### config.mk
export PLATFORM = sky130hd
export DESIGN_NAME = smps_seq
export DESIGN_NICKNAME = d
export VERILOG_FILES = /design/src/hdl/smps_pkg.sv /design/src/hdl/smps_seq.sv
export SDC_FILE = /design/constraint.sdc
export NUM_CORES = 1
export LEC_CHECK = 0
export BUFFER_PORTS_ARGS = -buffer_cell sky130_fd_sc_hd__clkbuf_2
export CORE_ASPECT_RATIO = 1.25
export CORE_MARGIN = 2
export CORE_UTILIZATION = 49
export CTS_BUF_LIST = sky130_fd_sc_hd__clkbuf_8
export DETAILED_ROUTE_END_ITERATION = 16
export PLACE_DENSITY = 0.62
export SYNTH_ARGS = -nofsm -noshare
export SYNTH_HDL_FRONTEND = slang
export SYNTH_SLANG_ARGS = --single-unit
### constraint.sdc
create_clock -name clk_i -period 3 [get_ports clk_i]
set_input_delay 0.15 -clock clk_i [delete_from_list [all_inputs] [get_ports clk_i]]
set_output_delay 0.15 -clock clk_i [all_outputs]
set_load 0.01 [all_outputs]
### src/hdl/smps_pkg.sv
// Constants, timing counts and state type of the ship mode power sequencer
package smps_pkg;
    // Clock rate in kHz
    localparam int unsigned CLK_KHZ = 40000;
    // Tick divider: 1 ms tick from 40 MHz
    localparam int unsigned TICK_CYC = CLK_KHZ;
    // Times in ms
    localparam int unsigned WAKE_MIN_MS = 80;
    localparam int unsigned WAKE_MAX_MS = 1000;
    localparam int unsigned RESET_MIN_MS = 5000;
    localparam int unsigned RESET_MAX_MS = 15000;
    localparam int unsigned WDOG_MS = 50000;
    localparam int unsigned IDLE_MS = 700;
    localparam int unsigned HIZ_ACT_MS = 1;
    localparam int unsigned QUIET_MS = 1;
    localparam int unsigned SW_START_MS = 5;
    localparam int unsigned SW_START_MAX_MS = 25;
    // Times in us, and their cycle counts
    localparam int unsigned SYS_START_US = 350;
    localparam int unsigned SYS_START_CYC = SYS_START_US * CLK_KHZ / 1000;
    localparam int unsigned RST_DD_US = 6;
    localparam int unsigned RST_DD_CYC = RST_DD_US * CLK_KHZ / 1000;
    // Width of ms counters
    localparam int unsigned MS_W = 17;
    // Sequencer states
    typedef enum logic [2:0] {
        SMPS_ACTIVE,
        SMPS_QUIET,
        SMPS_SHIP,
        SMPS_WAKE
    } smps_state_t;
endpackage : smps_pkg

### src/hdl/smps_seq.sv
// Ship mode entry and exit sequencer with push-button and start-up timers
`timescale 1ns/1ps
`default_nettype none
module smps_seq #(
    parameter int unsigned TICK_CYC = smps_pkg::TICK_CYC,
    parameter int unsigned SYS_CYC = smps_pkg::SYS_START_CYC,
    parameter int unsigned WDOG_MS = smps_pkg::WDOG_MS,
    parameter int unsigned IDLE_MS = smps_pkg::IDLE_MS
) (
    input wire logic clk_i,
    input wire logic resetn_i,
    // Input supply above lockout level
    input wire logic input_valid_i,
    // Input above battery plus sleep margin
    input wire logic input_above_bat_i,
    // Battery above highest undervoltage level
    input wire logic bat_above_max_uv_i,
    // Push-button, low when pressed
    input wire logic pushbutton_input_n_i,
    // Charge-disable pin level
    input wire logic charge_disable_pin_n_i,
    // Ship entry request bit from host
    input wire logic ship_entry_request_bit_i,
    // Long press action select bit
    input wire logic long_press_action_select_i,
    // Wake hold time in ms
    input wire logic [16:0] wake_ms_i,
    // Reset hold time in ms, zero for a fast reset after RST_DD_CYC cycles
    input wire logic [16:0] reset_ms_i,
    // Switching output enable written
    input wire logic switching_output_enable_i,
    // Host bus activity pulse and transfer in progress
    input wire logic bus_activity_i,
    input wire logic bus_busy_i,
    output logic ship_mode_o,
    output logic mid_supply_node_on_o,
    output logic bus_ready_o,
    output logic bus_reset_o,
    output logic reset_out_o,
    output logic active_battery_o,
    output logic sys_start_o,
    output logic sw_start_o
);
    import smps_pkg::*;

    // Registers
    smps_state_t state_reg, state_next;
    logic [31:0] div_reg, div_next;
    logic tick;
    logic [16:0] press_reg, press_next;
    logic [16:0] seq_reg, seq_next;
    logic [16:0] wd_reg, wd_next;
    logic [16:0] idle_reg, idle_next;
    logic [16:0] rdy_reg, rdy_next;
    logic [16:0] sw_reg, sw_next;
    logic [31:0] sys_reg, sys_next;
    logic [7:0] dd_reg, dd_next;
    logic pend_reg, pend_next;
    logic arm_reg, arm_next;
    logic armwin_reg, armwin_next;
    logic [16:0] armcnt_reg, armcnt_next;
    logic vin_d_reg, vin_d_next;
    logic long_reg, long_next;
    logic bus_rst_reg, bus_rst_next;
    logic rst_reg, rst_next;
    logic ready_reg, ready_next;
    logic act_d_reg, act_d_next;
    logic conds;
    logic pressed;

    // Combined entry conditions
    // three entry conditions
    assign conds = !input_valid_i && charge_disable_pin_n_i
        && pushbutton_input_n_i;
    assign pressed = !pushbutton_input_n_i;
    assign tick = (div_reg == 32'(TICK_CYC - 1));

    // Next-state logic
    always_comb begin
        state_next = state_reg;
        div_next = tick ? 32'h0 : div_reg + 32'h1;
        press_next = press_reg;
        seq_next = seq_reg;
        wd_next = wd_reg;
        idle_next = idle_reg;
        rdy_next = rdy_reg;
        sw_next = sw_reg;
        sys_next = sys_reg;
        dd_next = dd_reg;
        pend_next = pend_reg;
        arm_next = arm_reg;
        armwin_next = armwin_reg;
        armcnt_next = armcnt_reg;
        vin_d_next = input_valid_i;
        long_next = long_reg;
        bus_rst_next = 1'b0;
        rst_next = rst_reg;
        ready_next = ready_reg;
        act_d_next = act_d_reg;
        if (!pressed) begin
            press_next = 17'h0;
            long_next = 1'b0;
        end else if (tick && press_reg != 17'h1ffff) begin
            press_next = press_reg + 17'h1;
        end
        if (pressed && press_reg >= reset_ms_i && reset_ms_i != 17'h0) begin
            long_next = 1'b1;
        end
        if (pressed && reset_ms_i == 17'h0) begin
            dd_next = (dd_reg == 8'hff) ? dd_reg : dd_reg + 8'h1;
        end else begin
            dd_next = 8'h0;
        end
        rst_next = long_reg
            || (reset_ms_i == 17'h0 && dd_reg >= 8'(RST_DD_CYC - 1));
        pend_next = ship_entry_request_bit_i;
        // adapter during reset press arms entry
        if (input_valid_i && !vin_d_reg) begin
            arm_next = pressed && long_reg;
            armwin_next = pressed && long_reg;
            armcnt_next = 17'h0;
        end
        // arm lost on long hold after connect
        if (armwin_reg && pressed && tick) begin
            armcnt_next = armcnt_reg + 17'h1;
            if (armcnt_reg >= wake_ms_i) begin
                arm_next = 1'b0;
                armwin_next = 1'b0;
            end
        end else if (armwin_reg && !pressed) begin
            armwin_next = 1'b0;
        end
        unique case (state_reg)
            SMPS_ACTIVE: begin
                if (conds && (pend_reg || arm_reg
                    || (long_reg && !long_press_action_select_i))) begin
                    state_next = SMPS_QUIET;
                    seq_next = 17'h0;
                end
            end
            SMPS_QUIET: begin
                if (!conds || (!pend_reg && !arm_reg
                    && long_press_action_select_i)) begin
                    state_next = SMPS_ACTIVE;
                end else if (tick) begin
                    seq_next = seq_reg + 17'h1;
                    if (seq_reg >= 17'(QUIET_MS - 1)) begin
                        state_next = SMPS_SHIP;
                        arm_next = 1'b0;
                    end
                end
            end
            SMPS_SHIP: begin
                if (input_above_bat_i) begin
                    state_next = SMPS_ACTIVE;
                end else if (pressed && bat_above_max_uv_i) begin
                    state_next = SMPS_WAKE;
                    seq_next = 17'h0;
                end
            end
            SMPS_WAKE: begin
                if (input_above_bat_i) begin
                    state_next = SMPS_ACTIVE;
                end else if (pressed) begin
                    if (tick && seq_reg != 17'h1ffff) begin
                        seq_next = seq_reg + 17'h1;
                    end
                end else if (seq_reg >= wake_ms_i) begin
                    state_next = SMPS_ACTIVE;
                end else begin
                    state_next = SMPS_SHIP;
                end
            end
            default: state_next = SMPS_ACTIVE;
        endcase
        act_d_next = !input_valid_i && charge_disable_pin_n_i
            && state_reg == SMPS_ACTIVE;
        if (!act_d_reg && !input_valid_i) begin
            ready_next = 1'b0;
            rdy_next = 17'h0;
        end else if (!ready_reg) begin
            if (tick) begin
                rdy_next = rdy_reg + 17'h1;
            end
            if (rdy_reg >= 17'(HIZ_ACT_MS - 1) && tick) begin
                ready_next = 1'b1;
            end
        end
        // host waits; bus ready only when awake
        if (state_reg != SMPS_ACTIVE) begin
            ready_next = 1'b0;
        end
        if (bus_activity_i) begin
            wd_next = 17'h0;
        end else if (tick) begin
            wd_next = wd_reg + 17'h1;
            if (wd_reg >= 17'(WDOG_MS - 1)) begin
                wd_next = 17'h0;
                bus_rst_next = 1'b1;
            end
        end
        if (!bus_busy_i || bus_activity_i) begin
            idle_next = 17'h0;
        end else if (tick) begin
            idle_next = idle_reg + 17'h1;
            if (idle_reg >= 17'(IDLE_MS - 1)) begin
                idle_next = 17'h0;
                bus_rst_next = 1'b1;
            end
        end
        if (!switching_output_enable_i) begin
            sw_next = 17'h0;
        end else if (tick && sw_reg < 17'(SW_START_MS)) begin
            sw_next = sw_reg + 17'h1;
        end
        if (!(input_valid_i || bat_above_max_uv_i)
            || state_reg != SMPS_ACTIVE) begin
            sys_next = 32'h0;
        end else if (sys_reg < 32'(SYS_CYC)) begin
            sys_next = sys_reg + 32'h1;
        end
    end

    // State registers
    always_ff @(posedge clk_i or negedge resetn_i) begin
        if (!resetn_i) begin
            state_reg <= SMPS_ACTIVE;
            div_reg <= 32'h0;
            press_reg <= 17'h0;
            seq_reg <= 17'h0;
            wd_reg <= 17'h0;
            idle_reg <= 17'h0;
            rdy_reg <= 17'h0;
            sw_reg <= 17'h0;
            sys_reg <= 32'h0;
            dd_reg <= 8'h0;
            pend_reg <= 1'b0;
            arm_reg <= 1'b0;
            armwin_reg <= 1'b0;
            armcnt_reg <= 17'h0;
            vin_d_reg <= 1'b0;
            long_reg <= 1'b0;
            bus_rst_reg <= 1'b0;
            rst_reg <= 1'b0;
            ready_reg <= 1'b0;
            act_d_reg <= 1'b0;
        end else begin
            state_reg <= state_next;
            div_reg <= div_next;
            press_reg <= press_next;
            seq_reg <= seq_next;
            wd_reg <= wd_next;
            idle_reg <= idle_next;
            rdy_reg <= rdy_next;
            sw_reg <= sw_next;
            sys_reg <= sys_next;
            dd_reg <= dd_next;
            pend_reg <= pend_next;
            arm_reg <= arm_next;
            armwin_reg <= armwin_next;
            armcnt_reg <= armcnt_next;
            vin_d_reg <= vin_d_next;
            long_reg <= long_next;
            bus_rst_reg <= bus_rst_next;
            rst_reg <= rst_next;
            ready_reg <= ready_next;
            act_d_reg <= act_d_next;
        end
    end

    // Outputs from flip-flops
    always_comb begin
        ship_mode_o = (state_reg == SMPS_SHIP);
        mid_supply_node_on_o = (state_reg != SMPS_SHIP);
        bus_ready_o = ready_reg;
        bus_reset_o = bus_rst_reg;
        reset_out_o = rst_reg;
        active_battery_o = act_d_reg;
        sys_start_o = (sys_reg == 32'(SYS_CYC));
        sw_start_o = (sw_reg == 17'(SW_START_MS));
    end

    property p_no_ship_vin;
        @(posedge clk_i) disable iff (!resetn_i)
        (state_reg == SMPS_ACTIVE && input_valid_i) |=> state_reg != SMPS_QUIET;
    endproperty
    a_no_ship_vin: assert property (p_no_ship_vin) else $error("ship with input");
    property p_adapter_exit;
        @(posedge clk_i) disable iff (!resetn_i)
        (state_reg == SMPS_SHIP && input_above_bat_i) |=> state_reg == SMPS_ACTIVE;
    endproperty
    a_adapter_exit: assert property (p_adapter_exit) else $error("no exit");
    property p_bat_block;
        @(posedge clk_i) disable iff (!resetn_i)
        (state_reg == SMPS_SHIP && !bat_above_max_uv_i && !input_above_bat_i)
        |=> state_reg == SMPS_SHIP;
    endproperty
    a_bat_block: assert property (p_bat_block) else $error("weak wake");
    property p_quiet_conds;
        @(posedge clk_i) disable iff (!resetn_i)
        (state_reg == SMPS_QUIET && !conds) |=> state_reg == SMPS_ACTIVE;
    endproperty
    a_quiet_conds: assert property (p_quiet_conds) else $error("cond lost");
    // press in ship powers mid node next cycle
    property p_wake_mid;
        @(posedge clk_i) disable iff (!resetn_i)
        (state_reg == SMPS_SHIP && pressed && bat_above_max_uv_i
        && !input_above_bat_i) |=> mid_supply_node_on_o;
    endproperty
    a_wake_mid: assert property (p_wake_mid) else $error("mid off");
    property p_ship_bus;
        @(posedge clk_i) disable iff (!resetn_i)
        state_reg == SMPS_SHIP |=> !bus_ready_o;
    endproperty
    a_ship_bus: assert property (p_ship_bus) else $error("bus ready");
    property p_cancel;
        @(posedge clk_i) disable iff (!resetn_i)
        (state_reg == SMPS_QUIET && !pend_reg && !arm_reg
        && long_press_action_select_i) |=> state_reg == SMPS_ACTIVE;
    endproperty
    a_cancel: assert property (p_cancel) else $error("no cancel");
    property p_bus_pulse;
        @(posedge clk_i) disable iff (!resetn_i)
        bus_reset_o |=> !bus_reset_o;
    endproperty
    a_bus_pulse: assert property (p_bus_pulse) else $error("long pulse");
    c_ship: cover property (@(posedge clk_i) disable iff (!resetn_i)
        state_reg == SMPS_QUIET ##1 state_reg == SMPS_SHIP);
    c_wake: cover property (@(posedge clk_i) disable iff (!resetn_i)
        state_reg == SMPS_WAKE ##1 state_reg == SMPS_ACTIVE);
    c_rst: cover property (@(posedge clk_i) disable iff (!resetn_i)
        $rose(reset_out_o));
endmodule : smps_seq
`default_nettype wire

After elaboration in Yosys (flattened, before gate mapping)
Index checks and enable logic that the tools add are counted.

$add $sub $neg: 10. Multipliers: 0. Div/mod/pow operators: 0. Magnitude comparators: 10. Equality and inequality tests: 25. Shift operators: 0. Multiplexer cells: 62. Bitwise gates (word level): 0. Reduce and logical (&&, ||, !) cells: 54.

Operators by type and width (number): 2-to-1 mux 17 bit (23); adder 17 x 1 -> 17 bit, second input constant (7); 2-to-1 mux 32 bit (3); case mux 17 bit (4 select lines) (1); adder 32 x 1 -> 32 bit, second input constant (2); >= comparator 17 bit (3); >= comparator 17 x 1 -> 1 bit, second input constant (2); inequality test 17 bit, second input constant (2); equality test 32 x 14 -> 1 bit, second input constant (1); equality test 32 x 16 -> 1 bit, second input constant (1); less-than comparator 32 x 14 -> 1 bit, second input constant (1); 2-to-1 mux 3 bit (8); 2-to-1 mux 1 bit (23); logical AND 1 bit (22); equality test 17 x 3 -> 1 bit, second input constant (1); >= comparator 17 x 10 -> 1 bit, second input constant (1); >= comparator 17 x 16 -> 1 bit, second input constant (1); logical NOT 17 bit (1); less-than comparator 17 x 3 -> 1 bit, second input constant (1); nonzero test 17 bit (1); 2-to-1 mux 8 bit (2); inequality test 2 bit, second input constant (8); nonzero test 2 bit (7); case mux 3 bit (4 select lines) (1); 17 further kinds (38).

Register bits after elaboration: 203. Latch bits: 0. RAM bits: 0. Memory bits (read-only): 0. Input bits: 46. Output and inout port bits: 8. Word-level logic and storage cells: 181. Memories kept: 0.

Depth between registers and ports, before layout
Gate-level depths: netlist of run 1.

Depth after elaboration: 9. Depth in mapped cells: 11. Mapped depth without buffers: 10.

Least setup slack after synthesis of run 1
OpenSTA, ideal clock, no wires.

Path kind: register to register. Start: register seq_reg[4]. End: register seq_reg[14]. Setup time: 0.132 ns. Arrival: 2.474 ns. Data required time: 2.868 ns. Setup slack: 0.394 ns. Stages on the path, launching flop included: 12. Buffers on the path: 1. Clock period less this slack: 2.606 ns. Cell sequence: dfrtp_1 > nand4_1 > nor3_1 > nand4_1 > nor3_1 > ha_1 > o21ai_0 > a221oi_1 > buf_2 > nor4_1 > xnor2_1 > nor2_1.

Cells in the longest elaborated chain, start to end: 5. Elaborated cells between the ends (all ways): 11. Classes of those cells: add/sub (1); eq/ne (2); mux (6); reduce/logical (2).

RTL lines: from (decl) (RTL line smps_seq.sv:51) `logic [16:0] seq_reg, seq_next;`; from (signal assigned) (RTL line smps_seq.sv:251) `seq_reg <= seq_next;`; adder 17 x 1 -> 17 bit (RTL line smps_seq.sv:146, smps_seq.sv:166); 2-to-1 mux 17 bit (RTL line smps_seq.sv:165) `if (tick && seq_reg != 17'h1ffff) begin`; 2-to-1 mux 17 bit (RTL line smps_seq.sv:164) `end else if (pressed) begin`; 2-to-1 mux 17 bit (RTL line smps_seq.sv:162) `if (input_above_bat_i) begin`; case mux 17 bit (4 select lines) (RTL line smps_seq.sv:133) `unique case (state_reg)`.

Several ways; a longest one is shown, not always the timed one. The select of a mux whose other input is x is not followed. A chain may end at the register's enable or synchronous reset.

Worst setup path after layout of run 1
Start: register seq_reg[4]. End: register seq_reg[16].

The elaborated chain is that of the path after synthesis.

==> metrics.cfg, run 1 <==
[cells_and_area]
drive_gt1_share_pct = 11.01
nets = 1241
final_util_pct = 55.75
final_cell_area_sq_um = 11290
final_cells = 1414
syn_to_final_growth_pct = 10.90
multi_input_area_sq_um = 5224
diodes = 0
regArea_sq_um = 4629
fill_cells = 1831

[place]
place_area_sq_um = 10780
dp_cells = 1377
routabilityCongestion = 0.8212
io_buffers = 53
dp_hpwl_mm = 15.31

[floorplanning]
core-area_sq_um = 20250
die_w_microns = 132.9
start_util_pct = 50.27
io_pins = 54
rows = 58
dieArea_sq_um = 21950
die_h_microns = 165.1

[timing]
fmax_mhz = 391.1
fin_crit_sh_pct = 85.22
max_slew.worst_pin.slew_ps = 808.2
setup-violations-final = 0
layout_min_cycle_time_ps = 2557
drv_slew = 0
relSlewSlack_pct = 45.67
rsz0062_at_grt = no
finalSetupTns_ps = 0
finalClockSkew_ps = 19.65
hold_violations = 0

[logic_synthesis]
synthFlopType = dfrtp_1
avgSynthCellArea_sq_um = 9.539
syn_area_sq_um = 10180
syn-num-nets = 1177
syn_inst = 1067
postSynth.asyncResetShare_pct = 100.0
synth_edf_count = 0
ys_seq_area_share_pct = 45.48
ys_warn_count = 0
synth_seq_cells = 185
synth.distinct_cells = 66

[cts]
cts_buffer_depth = 2
path_clk_slew_ps = 100
clock_sinks = 185
cts_tree = done
htree_levels = 4
cts_root_buf = clkbuf_8
cts-buffers-inserted = 17
post_cts_buffers = 0
clkLatencyLatePin_ps = 470

[power_and_ir_drop]
seqPwrFrac_pct = 54.0
swShare_pct = 24.14
power.density_nw_per_um2 = 418.7
leakagePower_uw = 0.005119
worst_ir_drop_vdd_mv = 0.2913
total_power_uw = 4727
comb_power_share_pct = 6.1
switching_power_uw = 1141
clkPwrFrac_pct = 39.9
cellInternalPower_uw = 3586

[worst_setup_path]
crit_path_cell_trace = nand4_1 -> nor3_2 -> nand4_1 -> nor3_1 -> ha_1 -> o21ai_0 -> a221oi_1 -> buf_4 -> or2_1 -> o21ai_0
path_buf_inv = 1
slowest_stage = dfrtp_1
cp.arrival_ps = 2910
crit_family = simple AND/OR/NAND/NOR gates
slowest_delay_ps = 450
endpoint_kind = flip-flop
worstPathMaxFanout = 15
cp.required_ps = 3350
crit_path_start_kind = flip-flop
critPathKind = reg2reg

[detailed_routing]
wl_per_cell_microns = 15.23
drc = 0
num_vias = 7906
via_per_inst = 5.591
drtAntennaViolNets = 0
drt-total-wl_mm = 21.54
dr.pass1.iters = 4
drtIter0Drc = 463

[global_routing]
track_usage_pct = 21.21
antenna_found_initial = 0
grt_max_degree = 94
grt_pass1_wl_mm = 38.10
grt_pass1_vias = 7962
grt_overflow_total = 0

[run]
maxCapViolCount = 0

[hold_path]
hold_class = in2reg

[outcome]
outcome = finished clean

==> area by class of cell <==
type / instances / share of cell area [%]
clock inverters: 13 / 1.663
flip-flops and latches: 185 / 41.01
repair buffers: 73 / 3.979
inverters: 53 / 1.762
well taps: 270 / 2.993
clock buffers: 19 / 2.317
multi-input cells: 801 / 46.28
==> synth_stat cells, drive strengths merged, types with 17 or more instances <==
library cell	number	share of area [%]
dfrtp	185	45
nor4	35	2.6
o21ai	65	3.2
nand3	58	3.0
a21oi	43	2.1
and2	43	2.6
inv	53	2.0
ha	64	7.9
nand2	75	2.8
clkbuf	17	0.63
and3	21	1.3
nor2	109	4.0
xnor2	57	4.9
nor3	28	1.5
nand4	36	2.2
==> cells in the final DEF (no fill, tap or decap), types with 4 or more instances in the layout <==
cell	synthesis	routed
a211oi_1	9	9
nor2b_1	12	12
clkbuf_8	0	20
or3_1	11	11
a22oi_1	4	4
nand4_1	36	36
clkbuf_2	0	52
xnor2_1	57	57
nor3b_1	5	5
a31oi_1	13	13
nor3_1	26	25
nand3_1	56	56
xor2_1	13	13
or2_2	4	4
nor4_1	27	27
buf_4	1	14
a21oi_1	43	43
o21ai_0	60	60
dfrtp_1	185	185
o211ai_1	4	4
dlygate4sd3_1	0	5
nand2_1	75	75
nor2_1	109	109
nor4_2	8	8
o21ai_1	5	5
inv_6	0	4
and3_1	21	21
ha_1	64	64
nand2b_1	15	15
o31ai_1	14	14
and2_1	43	43
and4_1	7	7
bufinv_16	0	4
inv_1	53	54
nor4b_1	5	5
mux2i_1	4	4
==> layer usage <==
layer,global-route usage (%),part of all wire [%],vias up
li1,-,-,3940
met1,27.98,47,3823
met2,36.69,49,118
met3,3.175,2.7,25
met4,5.670,1.5,0
met5,0,0,-
==> power groups by stage <==
stage                     sequential [uW]  clock [uW]  combinational (uW)
after detailed placement             2600           0                 289
final                                2550        1890                 287
after floorplan                      2590           0                 154
after CTS                            2550        1950                 296
after global routing                 2560        2050                 336
after global placement               2600           0                 285
==> final timing paths <==
| path | endpoint | depth (start not counted) | slack, ps | startpoint |
|---|---|---|---|---|
| max | seq_reg[16] | 10 | 440 | seq_reg[4] |
| min in group asynchronous | sys_reg[10] | 2 | 200 | resetn_i |
| max in group asynchronous | idle_reg[8] | 3 | 1930 | resetn_i |
| min reg2reg | div_reg[31] | 1 | 490 | div_reg[31] |
| min | reset_out_o | 4 | 30 | reset_ms_i[14] |
| max reg2reg | seq_reg[16] | 10 | 440 | seq_reg[4] |
==> worst min-delay path, cell delays in order <==
cell and delay, ps:
clkbuf_2 90, nor4_1 80, nand2_1 80, nand2_1 60
==> per-stage QoR <==
stage                     setup slack [ps]  hold WS (ps)
after floorplan                      394.2        -145.6
after global placement               367.6         164.6
after detailed placement             276.2         160.7
after CTS                            259.4         5.993
after global routing                 53.66         26.37
final                                443.3         32.89
==> timing repair <==
item	4_1_cts	5_1_grt
hold buffers	5	0
resized for setup	0	2
endpoints found under the hold margin	67	0
setup endpoints to repair	0	3
==> cells by family after synthesis <==
group           Yosys count  synth area share [%]
flops                   185                 45.48
simple gates            480                 25.62
xor+xnor                 70                 6.023
buf+inv                  81                 3.245
compound gates          181                 11.15
fa+ha+maj                64                 7.867
mux                       6                0.6146
No activity file was read; power rests on OpenSTA's default activity.
==> inputs of run 2 (changes only) <==
--- a/config.mk
+++ b/config.mk
@@ -6,7 +6,6 @@
 export NUM_CORES = 1
 export LEC_CHECK = 0
 export BUFFER_PORTS_ARGS = -buffer_cell sky130_fd_sc_hd__clkbuf_2
-export CORE_ASPECT_RATIO = 1.25
 export CORE_MARGIN = 2
 export CORE_UTILIZATION = 49
 export CTS_BUF_LIST = sky130_fd_sc_hd__clkbuf_8
==> metrics.cfg, run 2 (same netlist as run 1, synthesis figures left out) <==
[timing]
finalSetupTns_ps = 0  ; unchanged
rsz0062_at_grt = no
holdWs_ps = 68.13  ; +35.25 ps
setup-violations-final = 0  ; unchanged
hold_violations = 0  ; unchanged
drv_slew = 0  ; unchanged
relSlewSlack_pct = 52.53  ; +6.9 points
finalClockSkew_ps = 17.48  ; -2.163 ps
layout_min_cycle_time_ps = 2578  ; +21.36 ps
max_slew.worst_pin.slew_ps = 712.0  ; -96.18 ps
fmax_mhz = 387.9  ; -0.83%
fin_crit_sh_pct = 85.94  ; +0.71 points

[place]
dp_cells = 1377  ; unchanged
dp_hpwl_mm = 15.39  ; +0.52%
routabilityCongestion = 0.8505  ; +3.6%
io_buffers = 53  ; unchanged

[floorplanning]
start_util_pct = 50.14  ; -0.13 points
die_w_microns = 148.1  ; +11%
dieArea_sq_um = 21940  ; about the same
die_h_microns = 148.1  ; -10%
rows = 52  ; -10%
io_pins = 54  ; unchanged
core-area_sq_um = 20300  ; +0.26%

[worst_setup_path]
crit_family = simple AND/OR/NAND/NOR gates
crit_path_start_kind = flip-flop
path_buf_inv = 1  ; unchanged
cp.arrival_ps = 2920  ; about the same
worstReg2RegStart = seq_reg[4]
crit_path_cell_trace = nand4_1 -> nor3_2 -> nand4_1 -> nor3_1 -> ha_1 -> o21ai_0 -> a221oi_2 -> buf_4 -> or2_0 -> o21ai_0
cp.required_ps = 3340  ; about the same
slowest_delay_ps = 460  ; about the same
endpoint_kind = flip-flop
reg2reg_depth = 10  ; unchanged
slowest_stage = dfrtp_1
r2r_setup_slack_ps = 420  ; -20 ps
worstReg2RegEnd = seq_reg[16]
critPathKind = reg2reg
worstPathMaxFanout = 15  ; unchanged

[cts]
clock_sinks = 185  ; unchanged
clkLatencyLatePin_ps = 470  ; about the same
cts_buffer_depth = 2  ; unchanged
htree_levels = 4  ; unchanged
cts-buffers-inserted = 17  ; unchanged
cts_tree = done
cts_root_buf = clkbuf_8
path_clk_slew_ps = 100  ; about the same
post_cts_buffers = 0  ; unchanged

[cells_and_area]
nets = 1243  ; +0.16%
diodes = 0  ; unchanged
final_cells = 1416  ; +0.14%
layout_commonest_cell = dfrtp_1
syn_to_final_growth_pct = 10.45
final_util_pct = 55.38  ; -0.37 points
layout_common_cells = dfrtp_1 (185), nor2_1 (109), nand2_1 (75)
drive_gt1_share_pct = 11.08  ; +0.068 points

[power_and_ir_drop]
worst_ir_drop_vdd_mv = 0.2499  ; -14%
switching_power_uw = 1171  ; +2.6%
leakagePower_uw = 0.005102  ; -0.32%
comb_power_share_pct = 6.6  ; +0.5 points
total_power_uw = 4419  ; -6.5%
seqPwrFrac_pct = 57.7  ; +3.7 points
cellInternalPower_uw = 3249  ; -9.4%
clkPwrFrac_pct = 35.7  ; -4.2 points
swShare_pct = 26.49  ; +2.4 points
power.density_nw_per_um2 = 393.1  ; -6.1%

[hold_path]
whs_path_depth = 3  ; -1
hold_path_end = state_reg[1]
hold_path_startpoint = input_above_bat_i
hold_class = in2reg

[detailed_routing]
via_per_inst = 5.539  ; -0.94%
drtIter0Drc = 387  ; -16%
drc = 0  ; unchanged
dr.pass1.iters = 5  ; +1
drt-total-wl_mm = 21.45  ; -0.40%
drtAntennaViolNets = 0  ; unchanged
wl_per_cell_microns = 15.15  ; -0.54%
num_vias = 7843  ; -0.80%

[global_routing]
track_usage_pct = 21.06  ; -0.15 points
grt_pass1_wl_mm = 37.77  ; -0.87%
antenna_found_initial = 0  ; unchanged
grt_overflow_total = 0  ; unchanged
grt_pass1_vias = 7712  ; -3.1%
grt_max_degree = 89  ; -5.3%

[outcome]
outcome = finished clean

[run]
maxCapViolCount = 0  ; unchanged

## run 2: final cells by class
class / count / area, sq um
Multi-Input combinational cell: 801 / 5230
Clock inverter: 14 / 116.4
Clock buffer: 18 / 247.7
Inverter: 53 / 198.9
Timing Repair Buffer: 75 / 481.7
Sequential cell: 185 / 4629
Fill cell: 1887 / 9057
Tap cell: 270 / 337.8
## run 2: routing by layer
metal	GRT usage [%]	wire (microns)	up-vias
li1	-	-	3949
met1	30.71	10820	3745
met2	33.38	9642	131
met3	3.252	773	18
met4	4.952	210	0
met5	0	0	-
## run 2: per-stage QoR
stage	cell area (sq um)	worst slack (ps)
3_5_place_dp	10800	337.7
6_report	11240	421.9
2_1_floorplan	10180	394.2
5_1_grt	11240	95.81
4_1_cts	11240	320.3
3_3_place_gp	10800	418.6
## run 2: timing repair
action,4_1_cts,5_1_grt
hold buffers,7,0
endpoints found under the hold margin,91,0
gates resized for setup,0,1
setup endpoints to repair,0,3
## run 2: tightest hold or removal path: stages
cell      delay (ps)
clkbuf_2         130
a311o_1          130
nand3_1           70
## run 2: how the worst max path moves through the flow
stage,startpoint,to,cells past startpoint
2_1_floorplan,seq_reg[4],seq_reg[14],11
6_report,seq_reg[4],seq_reg[16],10
5_1_grt,seq_reg[4],seq_reg[1],11
3_3_place_gp,seq_reg[4],seq_reg[1],10
3_5_place_dp,seq_reg[4],seq_reg[16],10
4_1_cts,seq_reg[4],seq_reg[16],10
## run 2: power groups by stage
stage | sequential (uW) | clock, uW | combinational [uW]
2_1_floorplan | 2590 | 0 | 154
3_3_place_gp | 2600 | 0 | 288
3_5_place_dp | 2600 | 0 | 292
4_1_cts | 2550 | 1640 | 299
5_1_grt | 2560 | 1740 | 340
6_report | 2550 | 1580 | 291
